==> src/core/artimer_pkg.sv <==
package artimer_pkg;
  localparam logic [7:0] mode_ctrl_addr = 8'hd5;
  localparam logic [7:0] flag_status_addr = 8'hd6;
  localparam logic [7:0] clk_edge_cfg_addr = 8'hd7;
  localparam logic [7:0] reload_addr = 8'hd9;
  localparam logic [7:0] compare_addr = 8'hda;
  localparam logic [7:0] live_load_addr = 8'hdb;
  // mode control fields
  localparam int load_bit = 7;
  localparam int count_en_bit = 6;
  localparam int wave_oe_bit = 5;
  localparam int edge_ie_bit = 4;
  localparam int match_ie_bit = 3;
  localparam int wrap_ie_bit = 2;
  localparam int mode_lsb = 0;
  // status fields
  localparam int edge_flag_bit = 2;
  localparam int match_flag_bit = 1;
  localparam int wrap_flag_bit = 0;
  // clock/edge config fields
  localparam int div_lsb = 5;
  localparam int reserved_cfg_bit = 4;
  localparam int edge_pol_bit = 3;
  localparam int edge_en_bit = 2;
  localparam int src_lsb = 0;
  // reset values, counter top and div3 last count
  localparam logic [6:0] mode_ctrl_rst = 7'h00;
  localparam logic [7:0] cfg_rst = 8'h00;
  localparam logic [7:0] reload_rst = 8'h00;
  localparam logic [7:0] compare_rst = 8'h00;
  localparam logic [7:0] counter_rst = 8'h00;
  localparam logic [7:0] counter_max = 8'hff;
  localparam logic [1:0] div3_last = 2'h2;
  // mode and source codes
  localparam logic [1:0] mode_autoreload = 2'h0;
  localparam logic [1:0] mode_capture = 2'h1;
  localparam logic [1:0] mode_capture_rst = 2'h2;
  localparam logic [1:0] mode_edge_load = 2'h3;
  localparam logic [1:0] src_internal = 2'h0;
  localparam logic [1:0] src_div3 = 2'h1;
  localparam logic [1:0] src_pin = 2'h2;
endpackage

==> src/core/prescale_if.sv <==
`timescale 1ns/10ps
interface prescale_if;
  logic [1:0] clock_source_select;
  logic [2:0] divider_select;
  logic count_enable;
  logic clear;
  logic pin_pulse;
  logic tick;
  modport core (output clock_source_select, output divider_select, output count_enable,
                output clear, output pin_pulse, input tick);
  modport scaler (input clock_source_select, input divider_select, input count_enable,
                  input clear, input pin_pulse, output tick);
endinterface

==> src/core/clock_prescaler.sv <==
`timescale 1ns/10ps
module clock_prescaler (
  input wire logic sys_clk,
  input wire logic rstn,
  prescale_if.scaler ps
);
  logic [1:0] div3_q;
  logic [6:0] prescaler_count_q;
  logic src_tick;
  logic [7:0] full_mask;

  always_comb begin
    case (ps.clock_source_select)
      artimer_pkg::src_internal: src_tick = 1'b1;
      artimer_pkg::src_div3: src_tick = (div3_q == artimer_pkg::div3_last);
      artimer_pkg::src_pin: src_tick = ps.pin_pulse;
      default: src_tick = 1'b0;
    endcase
  end

  // ratio 2^n: tick when the low n bits roll over
  assign full_mask = (8'h01 << ps.divider_select) - 8'h01;
  // clear left out: the core decides clear from its own loads, not from tick
  assign ps.tick = ps.count_enable && src_tick &&
                   ((prescaler_count_q & full_mask[6:0]) == full_mask[6:0]);

  always_ff @(posedge sys_clk or negedge rstn) begin
    if (!rstn) begin
      div3_q <= 2'h0;
    end else if (ps.count_enable) begin
      div3_q <= (div3_q == artimer_pkg::div3_last) ? 2'h0 : div3_q + 2'h1;
    end
  end

  // divider select only steers the mask, never touches the count
  always_ff @(posedge sys_clk or negedge rstn) begin
    if (!rstn) begin
      prescaler_count_q <= 7'h00;
    end else if (ps.clear) begin
      prescaler_count_q <= 7'h00;
    end else if (ps.count_enable && src_tick) begin
      prescaler_count_q <= prescaler_count_q + 7'h01;
    end
  end
endmodule // clock_prescaler

==> src/core/autoreload_pwm_timer.sv <==
`timescale 1ns/10ps
module autoreload_pwm_timer (
  input wire logic sys_clk,
  input wire logic rstn,
  input wire logic [7:0] reg_addr,
  input wire logic reg_wr,
  input wire logic reg_rd,
  input wire logic [7:0] reg_wdata,
  output logic [7:0] reg_rdata,
  input wire logic timer_input_pin,
  output logic timer_wave_pin,
  output logic edge_irq,
  output logic match_irq,
  output logic wrap_irq
);
  prescale_if psc ();

  logic [6:0] mode_ctrl_q;
  logic [7:0] cfg_q;
  logic [7:0] reload_q;
  logic [7:0] compare_q;
  logic [7:0] live_load_q;
  logic [7:0] main_counter_q;
  logic [7:0] main_counter_d;
  logic edge_flag_q;
  logic match_flag_q;
  logic wrap_flag_q;
  logic wave_q;
  logic wave_d;
  logic [7:0] rdata_q;
  logic wave_pin_q;
  logic pin_s1_q;
  logic pin_s2_q;
  logic pin_s3_q;

  logic count_enable;
  logic wave_output_enable;
  logic edge_irq_enable;
  logic match_irq_enable;
  logic wrap_irq_enable;
  logic [1:0] mode_sel;
  logic wr_mode;
  logic wr_status;
  logic wr_cfg;
  logic wr_reload;
  logic wr_compare;
  logic wr_live;
  logic counter_load_strobe;
  logic rewrite;
  logic pin_rise;
  logic pin_fall;
  logic edge_evt;
  logic capture_evt;
  logic cpu_load;
  logic wrap_evt;
  logic match_evt;
  logic cnt_update;

  clock_prescaler clock_prescaler_inst (
    .sys_clk(sys_clk),
    .rstn(rstn),
    .ps(psc)
  );

  ////////////////////////////////////////////////////////////////////////
  // field decode

  assign count_enable = mode_ctrl_q[artimer_pkg::count_en_bit];
  assign wave_output_enable = mode_ctrl_q[artimer_pkg::wave_oe_bit];
  assign edge_irq_enable = mode_ctrl_q[artimer_pkg::edge_ie_bit];
  assign match_irq_enable = mode_ctrl_q[artimer_pkg::match_ie_bit];
  assign wrap_irq_enable = mode_ctrl_q[artimer_pkg::wrap_ie_bit];
  assign mode_sel = mode_ctrl_q[artimer_pkg::mode_lsb +: 2];

  assign wr_mode = reg_wr && (reg_addr == artimer_pkg::mode_ctrl_addr);
  assign wr_status = reg_wr && (reg_addr == artimer_pkg::flag_status_addr);
  assign wr_cfg = reg_wr && (reg_addr == artimer_pkg::clk_edge_cfg_addr);
  assign wr_reload = reg_wr && (reg_addr == artimer_pkg::reload_addr);
  assign wr_compare = reg_wr && (reg_addr == artimer_pkg::compare_addr);
  assign wr_live = reg_wr && (reg_addr == artimer_pkg::live_load_addr);

  assign counter_load_strobe = wr_mode && reg_wdata[artimer_pkg::load_bit];
  // same-value rewrite while the wave runs restarts the period
  assign rewrite = wr_mode && !reg_wdata[artimer_pkg::load_bit] &&
                   (reg_wdata[6:0] == mode_ctrl_q) && count_enable &&
                   wave_output_enable;

  ////////////////////////////////////////////////////////////////////////
  // input pin: two-flop synchroniser, then edge detect on stage two

  always_ff @(posedge sys_clk or negedge rstn) begin
    if (!rstn) begin
      pin_s1_q <= 1'b0;
      pin_s2_q <= 1'b0;
      pin_s3_q <= 1'b0;
    end else begin
      pin_s1_q <= timer_input_pin;
      pin_s2_q <= pin_s1_q;
      pin_s3_q <= pin_s2_q;
    end
  end

  assign pin_rise = pin_s2_q && !pin_s3_q;
  assign pin_fall = !pin_s2_q && pin_s3_q;
  assign edge_evt = cfg_q[artimer_pkg::edge_en_bit] &&
                    (cfg_q[artimer_pkg::edge_pol_bit] ? pin_fall : pin_rise);
  assign capture_evt = edge_evt &&
                       ((mode_sel == artimer_pkg::mode_capture) ||
                        (mode_sel == artimer_pkg::mode_capture_rst));

  ////////////////////////////////////////////////////////////////////////
  // prescaler hookup

  assign psc.clock_source_select = cfg_q[artimer_pkg::src_lsb +: 2];
  assign psc.divider_select = cfg_q[artimer_pkg::div_lsb +: 3];
  assign psc.count_enable = count_enable;
  assign psc.pin_pulse = pin_rise;

  ////////////////////////////////////////////////////////////////////////
  // counter next state; cpu loads win over edge events, edges over ticks

  assign cpu_load = counter_load_strobe || wr_live || rewrite;

  always_comb begin
    main_counter_d = main_counter_q;
    wrap_evt = 1'b0;
    cnt_update = 1'b1;
    psc.clear = 1'b1;
    if (wr_live) begin
      main_counter_d = reg_wdata;
    end else if (counter_load_strobe || rewrite) begin
      main_counter_d = reload_q;
    end else if (edge_evt && mode_sel == artimer_pkg::mode_capture_rst) begin
      main_counter_d = artimer_pkg::counter_rst;
    end else if (edge_evt && mode_sel == artimer_pkg::mode_edge_load) begin
      main_counter_d = reload_q;
    end else begin
      psc.clear = 1'b0;
      if (psc.tick) begin
        if (main_counter_q == artimer_pkg::counter_max) begin
          wrap_evt = 1'b1;
          // free-running in the capture modes: the reload register holds captures
          main_counter_d = (mode_sel == artimer_pkg::mode_autoreload) ?
                           reload_q : artimer_pkg::counter_rst;
        end else begin
          main_counter_d = main_counter_q + 8'h01;
        end
      end else begin
        cnt_update = 1'b0;
      end
    end
  end

  assign match_evt = cnt_update && (main_counter_d == compare_q);

  always_ff @(posedge sys_clk or negedge rstn) begin
    if (!rstn) begin
      main_counter_q <= artimer_pkg::counter_rst;
    end else begin
      main_counter_q <= main_counter_d;
    end
  end

  ////////////////////////////////////////////////////////////////////////
  // wave: set on wrap, cleared on match; rewrite freezes the level

  always_comb begin
    wave_d = wave_q;
    if (rewrite) begin
      wave_d = wave_q;
    end else if (match_evt) begin
      wave_d = 1'b0;
    end else if (wrap_evt) begin
      wave_d = 1'b1;
    end
  end

  always_ff @(posedge sys_clk or negedge rstn) begin
    if (!rstn) begin
      wave_q <= 1'b0;
      wave_pin_q <= 1'b0;
    end else begin
      wave_q <= wave_d;
      wave_pin_q <= wave_d && wave_output_enable;
    end
  end

  assign timer_wave_pin = wave_pin_q;

  ////////////////////////////////////////////////////////////////////////
  // status flags: a hardware set in the clearing cycle wins

  always_ff @(posedge sys_clk or negedge rstn) begin
    if (!rstn) begin
      edge_flag_q <= 1'b0;
      match_flag_q <= 1'b0;
      wrap_flag_q <= 1'b0;
    end else begin
      edge_flag_q <= edge_evt ||
        (edge_flag_q && !(wr_status && !reg_wdata[artimer_pkg::edge_flag_bit]));
      match_flag_q <= match_evt ||
        (match_flag_q && !(wr_status && !reg_wdata[artimer_pkg::match_flag_bit]));
      wrap_flag_q <= wrap_evt ||
        (wrap_flag_q && !(wr_status && !reg_wdata[artimer_pkg::wrap_flag_bit]));
    end
  end

  assign edge_irq = edge_flag_q && edge_irq_enable;
  assign match_irq = match_flag_q && match_irq_enable;
  assign wrap_irq = wrap_flag_q && wrap_irq_enable;

  ////////////////////////////////////////////////////////////////////////
  // software registers

  always_ff @(posedge sys_clk or negedge rstn) begin
    if (!rstn) begin
      mode_ctrl_q <= artimer_pkg::mode_ctrl_rst;
    end else if (wr_mode) begin
      mode_ctrl_q <= reg_wdata[6:0];
    end
  end

  // reserved config bit is forced low
  always_ff @(posedge sys_clk or negedge rstn) begin
    if (!rstn) begin
      cfg_q <= artimer_pkg::cfg_rst;
    end else if (wr_cfg) begin
      cfg_q <= reg_wdata & ~(8'h01 << artimer_pkg::reserved_cfg_bit);
    end
  end

  // a capture in the same cycle as a cpu write wins
  always_ff @(posedge sys_clk or negedge rstn) begin
    if (!rstn) begin
      reload_q <= artimer_pkg::reload_rst;
    end else if (capture_evt) begin
      reload_q <= main_counter_q;
    end else if (wr_reload) begin
      reload_q <= reg_wdata;
    end
  end

  always_ff @(posedge sys_clk or negedge rstn) begin
    if (!rstn) begin
      compare_q <= artimer_pkg::compare_rst;
    end else if (wr_compare) begin
      compare_q <= reg_wdata;
    end
  end

  // no reset on purpose: follows the counter only when it moves, so a reset keeps it
  always_ff @(posedge sys_clk) begin
    if (cnt_update) begin
      live_load_q <= main_counter_d;
    end
  end

  ////////////////////////////////////////////////////////////////////////
  // read port: one cycle latency, unmapped reads zero

  always_ff @(posedge sys_clk or negedge rstn) begin
    if (!rstn) begin
      rdata_q <= 8'h00;
    end else if (reg_rd) begin
      case (reg_addr)
        artimer_pkg::mode_ctrl_addr: rdata_q <= {1'b0, mode_ctrl_q};
        artimer_pkg::flag_status_addr: rdata_q <= {5'h00, edge_flag_q, match_flag_q,
                                                   wrap_flag_q};
        artimer_pkg::clk_edge_cfg_addr: rdata_q <= cfg_q;
        artimer_pkg::reload_addr: rdata_q <= reload_q;
        artimer_pkg::compare_addr: rdata_q <= compare_q;
        artimer_pkg::live_load_addr: rdata_q <= live_load_q;
        default: rdata_q <= 8'h00;
      endcase
    end
  end

  assign reg_rdata = rdata_q;
endmodule // autoreload_pwm_timer

==> config.mk <==
export PLATFORM = sky130hd
export DESIGN_NAME = autoreload_pwm_timer
export DESIGN_NICKNAME = d
export VERILOG_FILES = /design/src/core/artimer_pkg.sv /design/src/core/prescale_if.sv /design/src/core/clock_prescaler.sv /design/src/core/autoreload_pwm_timer.sv
export SDC_FILE = /design/constraint.sdc
export NUM_CORES = 1
export LEC_CHECK = 0
export BUFFER_PORTS_ARGS = -buffer_cell sky130_fd_sc_hd__buf_4
export CAP_MARGIN = 0
export CORE_MARGIN = 2
export CORE_UTILIZATION = 35
export DETAILED_ROUTE_END_ITERATION = 10
export PLACE_DENSITY = 0.53
export SLEW_MARGIN = 20
export SYNTH_ARGS = -nofsm -noshare
export SYNTH_HDL_FRONTEND = slang
export SYNTH_SLANG_ARGS = --single-unit
==> constraint.sdc <==
create_clock -name sys_clk -period 5.7 [get_ports sys_clk]
set_input_delay 0.57 -clock sys_clk [delete_from_list [all_inputs] [get_ports sys_clk]]
set_output_delay 0.57 -clock sys_clk [all_outputs]
set_load 0.05 [all_outputs]
* Yosys cells after proc, flatten, opt, wreduce, memory -nomap -nowiden
Cells that the tools add are included.
Storage, ports and cells: register bits 71, input port bits 21, output and inout bits 12, word-level logic and storage cells 120
Cells by class: add/sub/neg operators 4, eq/ne operators 16, shift operators 1, multiplexer cells 33, bitwise gates (word level) 1, reduce and logical (&&, ||, !) cells 48
Operator list (count):
- two-way mux 8 bit | 9
- equality test 8 bit (second input constant) | 7
- one-hot mux 8 bit (6 select lines) | 1
- logical AND 1 bit | 30
- two-way mux 1 bit | 19
- equality test 7 bit | 2
- two-way mux 7 bit | 2
- logical NOT 1 bit | 9
- adder 8 x 1 -> 8 bit (second input constant) | 1
- equality test 2 bit (second input constant) | 4
- equality test 8 bit | 1
- adder 7 x 1 -> 7 bit (second input constant) | 1
- bitwise AND 7 bit | 1
- left shift 1 x 3 -> 7 bit (first input constant) | 1
- subtractor 7 x 1 -> 7 bit (second input constant) | 1
- logical OR 1 bit | 5
- equality test 2 x 1 -> 1 bit (second input constant) | 2
- logical NOT 2 bit | 2
- nonzero test 2 bit | 2
- one-hot mux 1 bit (3 select lines) | 1
- adder 2 x 1 -> 2 bit (second input constant) | 1
- two-way mux 2 bit | 1

* Longest topological paths before layout
word-level depth 15, depth in mapped cells 13, mapped depth without buffers 12

* Cells and area by module
Synthesis repeated with hierarchy kept, for this count alone.
Second synthesis, totals: cells, all modules 460, area total of the unflattened synthesis 4254.1 um^2
Modules (own cells, without submodules):
- autoreload_pwm_timer | times used 1, cells each 405, area an instance 3746.1 um^2, sequential area each 1591.5 um^2
- clock_prescaler | times used 1, cells each 55, area an instance 508.0 um^2, sequential area each 225.2 um^2

* Worst setup path after synthesis
Ideal clock, no wire load.
path type register -> register, start register cfg_q[5], end register match_flag_q, library setup time 0.119 ns, arrival time 3.237 ns, required time 5.581 ns, path slack 2.344 ns, stages on the path, launching flop included 13, buffers on the path 1, clock period less this slack 3.356 ns, path through dfrtp_1 clkbuf_1 or3_1 ha_1 nor2_1 a311oi_1 nand3_4 o311a_1 a41oi_2 mux2_4 a2111oi_4 nor4_2 a21bo_1
Between the ends: word-level cells in the longest chain between the ends 13, elaborated cells on any way between the ends 18, those cells by class add/sub (1); eq/ne (2); shift (1); mux (10); bitwise (1); reduce/logical (3)
RTL lines:
- from (decl) | line autoreload_pwm_timer.sv:19 | logic [7:0] cfg_q;
- from (signal assigned) | line autoreload_pwm_timer.sv:226 | cfg_q <= artimer_pkg::cfg_rst;
- from (signal assigned) | line autoreload_pwm_timer.sv:228 | cfg_q <= reg_wdata & ~(8'h01 << artimer_pkg::reserved_cfg_bit);
- left shift 1 x 3 -> 7 bit * | line clock_prescaler.sv:22 | assign full_mask = (8'h01 << ps.divider_select) - 8'h01;
- subtractor 7 x 1 -> 7 bit * | line clock_prescaler.sv:22
- bitwise AND 7 bit | line clock_prescaler.sv:25 | ((prescaler_count_q & full_mask[6:0]) == full_mask[6:0]);
- equality test 7 bit * | line clock_prescaler.sv:25
- logical AND 1 bit * | line clock_prescaler.sv:24 | assign ps.tick = ps.count_enable && src_tick &&
- two-way mux 8 bit | line autoreload_pwm_timer.sv:139 | if (psc.tick) begin
- two-way mux 8 bit | line autoreload_pwm_timer.sv:135 | end else if (edge_evt && mode_sel == artimer_pkg::mode_edge_load) begin
- two-way mux 8 bit | line autoreload_pwm_timer.sv:133 | end else if (edge_evt && mode_sel == artimer_pkg::mode_capture_rst) begin
- two-way mux 8 bit | line autoreload_pwm_timer.sv:131 | end else if (counter_load_strobe || rewrite) begin
- two-way mux 8 bit | line autoreload_pwm_timer.sv:129 | if (wr_live) begin
- equality test 8 bit | line autoreload_pwm_timer.sv:154 | assign match_evt = cnt_update && (main_counter_d == compare_q);
- logical AND 1 bit * | line autoreload_pwm_timer.sv:154
- logical OR 1 bit * | line autoreload_pwm_timer.sv:201 | match_flag_q <= match_evt ||
- to (signal assigned) | line autoreload_pwm_timer.sv:201
- to (decl) | line autoreload_pwm_timer.sv:26 | logic match_flag_q;
Mark *: on every way between the ends. The rest lies on a longest branch, timed or not. A chain may end at the register's enable or synchronous reset.

* Worst setup path after layout
start register cfg_q[7], end register match_flag_q
The elaborated chain is that of the path after synthesis.

==> summary.txt <==
Setup path
  • Worst Path Class, Setup: flip-flop to flip-flop
  • CP max stage delay: slightly above 0.5 ns
  • Worst EP required: 5.93 ns
  • Worst path cell trace: or3_1, ha_1, nor2b_1, a211oi_1, o211ai_2, o311a_1, a41oi_2, mux2_4, a2111oi_4, nor4_2, a21bo_1
  • Launch point of the worst reg-to-reg path: cfg_q[7]
  • CP max stage cell: dfrtp_1
  • Crit-path leading delay family: compound AO/OA/AOI/OAI gates
  • Worst setup SP type: flip-flop
  • Crit. End Element: flip-flop
  • Critical-path maximum fanout: 13
  • RR Endpoint: match_flag_q
  • CP bufs+invs: 0
  • Reg2Reg Setup Slack: between 1.5 and 2 ns
  • Crit path DAT: 3.93 ns
  • Reg2Reg Depth: 11

Clock tree
  • Reg clk slew, reported paths: 0.06 ns
  • Cts hold-fix bufs: 0
  • H-tree levels: 3
  • Cts bufs inserted: 9
  • Worst-Skew Late Latency: 0.34 ns
  • Root Buffer: clkbuf_16
  • Post-CTS Setup Inserts: 0
  • Max clock buf depth: 2
  • CTS tree: yes
  • # resized after CTS: 0
  • Clk sinks: slightly above 70

Place
  • Post-DP HPWL: between 9000 and 10000 um
  • Dpl cell area: ~0.0046 mm^2
  • IO Port Bufs: 32
  • Final Wtd Congestion: approximately 0.94

Power
  • Clk pwr share: between 30% and 40%
  • Combinational share of power: 25.5%
  • VDD IR max: 0.000125 V
  • Power Density: 401 mW/mm^2
  • Switching power: between 0.0006 and 0.0007 W
  • Seq pwr share: about two fifths
  • LEAKAGE: between 2 and 2.5 nW
  • Net Sw Frac: 33.2%
  • Internal power: approximately 0.0013 W

Routing
  • Average wire per standard cell: 21.3 um
  • DRC: 2
  • Final ANT Viol Nets: 0
  • Via/cell ratio: approximately 5.9
  • Via Count: 3664
  • Initial DRC Count: 293
  • Pre-antenna DRT Iters: 8
  • Post-Route WL: 13100 um

Yosys
  • Post-synth EDFFs: 8
  • Register area share after synthesis: between 40% and 50%
  • Synthesized flop and latch total: 71
  • Synth warn: 0
  • Syn nets: between 400 and 500
  • Area leader, netlist: dfrtp_1
  • Area share of the largest cell type after synthesis: 37.8%
  • Distinct cells, synth: 71
  • Asr flop ratio synth: 88.7%
  • Mapped Area: 0.00418 mm^2
  • Primary FF master, synth: dfrtp_1
  • Avg Inst Size Synth: 9.53 um^2
  • Largest cells by area after synthesis: dfrtp_1, edfxtp_1, nand2_1
  • Gate Count Post-Synth: 438

Die
  • Die X-Extent: 113 um
  • Starting Density: 36.3%
  • Rows: 39
  • Die height: 113 um
  • Core footprint: 0.0115 mm^2
  • I/O Pins: 33
  • Total die area: 0.0128 mm^2

STA
  • Slew Limit Fails: 0
  • Fin crit share: 65.0%
  • Max-slew headroom: about 40%
  • TNS Setup: 0 ns
  • Tmin final: 3.71 ns
  • Final setup violating endpoints: 0
  • Max Clock Freq: 270 MHz
  • Unrepaired setup endpoints after global routing: false
  • Final hold vios: 0
  • Worst Tran Pin Value: roughly 0.90 ns
  • Worst Skew: 0.00847 ns

Global route
  • Antenna violations before repair: 0
  • GRT Util Overall: 21.2%
  • First-pass GRT wire length: 20500 um
  • GR Overflow Total: 0
  • Vias in the first global route: 3562
  • Largest net degree at the start of global routing: 64

Final layout
  • Register area: around 0.0018 mm^2
  • Fill cell count: 1137
  • Nets: 495
  • P&R area growth vs syn: 17.8%
  • Area taken by multi-input logic gates: about 0.0022 mm^2
  • Number of diodes: 0
  • Layout cell share with drive strength beyond 1: about 18%
  • Fin area: a little under 0.005 mm^2
  • Most frequent cells in the layout: dfrtp_1, nand2_1, nor2_1, buf_4, o21ai_0
  • Util after Layout: between 40% and 50%
  • Commonest non-fill, non-tap cell in the layout: dfrtp_1

Job
  • Max cap viols: 0

Hold path
  • Worst Hold Class: input pin to asynchronous set/reset pin

Run status
  • Status: finished with violations
  • Failing checks: DRC
-- sequential cells by signal, indices dropped and copies added (netlist names), 2 cells and up --
signal,count
main_counter_q,8
mode_ctrl_q,7
cfg_q,7
clock_prescaler_inst.div3_q,2
reg_rdata,8
live_load_q,8
compare_q,8
reload_q,8
clock_prescaler_inst.prescaler_count_q,7
-- logic make-up after synthesis --
logic type	synth area share (%)
fa+ha+maj	1.80
mux	5.99
xor+xnor	2.94
buf+inv	3.03
flops	43.5
compound gates	20.6
simple gates	22.1
-- final cells by class --
| cell class | instances | share of cell area, % |
|---|---|---|
| timing repair buffer | 35 | 5.34 |
| sequential | 71 | 36.9 |
| clock buffer | 10 | 5.09 |
| inverter | 16 | 1.22 |
| tap | 143 | 3.64 |
| multi-input combinational | 335 | 45.5 |
| clock inverter | 6 | 2.29 |
-- power groups by stage --
| stage | sequential, W | combinational [W] | clock (W) |
|---|---|---|---|
| after floorplan | 0.000735 | 0.000386 | 0 |
| after global placement | 0.000790 | 0.000493 | 0 |
| after detailed placement | 0.000790 | 0.000497 | 0 |
| after CTS | 0.000782 | 0.000502 | 0.000692 |
| after global routing | 0.000801 | 0.000564 | 0.000717 |
| final | 0.000786 | 0.000503 | 0.000682 |
-- per-layer routing --
metal / track usage, % / vias to the layer above / part of all wire, %
met5: 0 / - / 0
met4: 11.1 / 0 / 4.1
met3: 5.14 / 27 / 6.4
met2: 32.1 / 142 / 45
met1: 28.1 / 1805 / 45
li1: - / 1690 / -
-- stage by stage --
step	std cells	setup slack, ns	hold slack, ns	power, W
final	616	1.99	0.333	0.00197
after global routing	616	1.76	0.330	0.00208
after CTS	616	2.00	0.329	0.00198
after detailed placement	600	2.02	0.340	0.00129
after global placement	600	2.09	0.339	0.00128
after floorplan	438	2.34	0.274	0.00112
-- worst max-delay path by stage --
| stage | to | start | cells past startpoint |
|---|---|---|---|
| 2_1_floorplan | match_flag_q | cfg_q[5] | 12 |
| 3_3_place_gp | match_flag_q | cfg_q[7] | 11 |
| 4_1_cts | match_flag_q | cfg_q[7] | 11 |
| 3_5_place_dp | match_flag_q | cfg_q[7] | 11 |
| 5_1_grt | wave_q | cfg_q[7] | 11 |
| 6_report | match_flag_q | cfg_q[7] | 11 |
-- cell usage after synthesis, types with 2 or more instances --
master,count
o211a_1,2
and2_1,8
or3b_2,2
nor4_1,3
nand3b_1,3
or3_1,4
and3_1,10
xnor2_1,6
mux2i_1,10
nand2_1,56
nor2_1,35
a22oi_1,14
a221oi_1,2
a22o_1,2
a41oi_1,3
nand3_1,9
dfrtp_1,63
nor4_2,2
a21oi_1,14
ha_1,6
nand4_1,10
a2111oi_0,3
a211oi_1,5
or2_2,2
nor3b_1,2
o22ai_1,3
inv_1,16
and4b_1,2
clkbuf_1,13
nor3_1,7
edfxtp_1,8
a32o_1,2
xor2_1,8
a21boi_0,2
a221o_1,3
o21ai_0,33
nand2b_1,7
a21o_1,2
a31oi_1,8
buf_2,2
mux2_2,12
a222oi_1,3
nor2b_1,3
No activity file was read; power rests on OpenSTA's default activity.
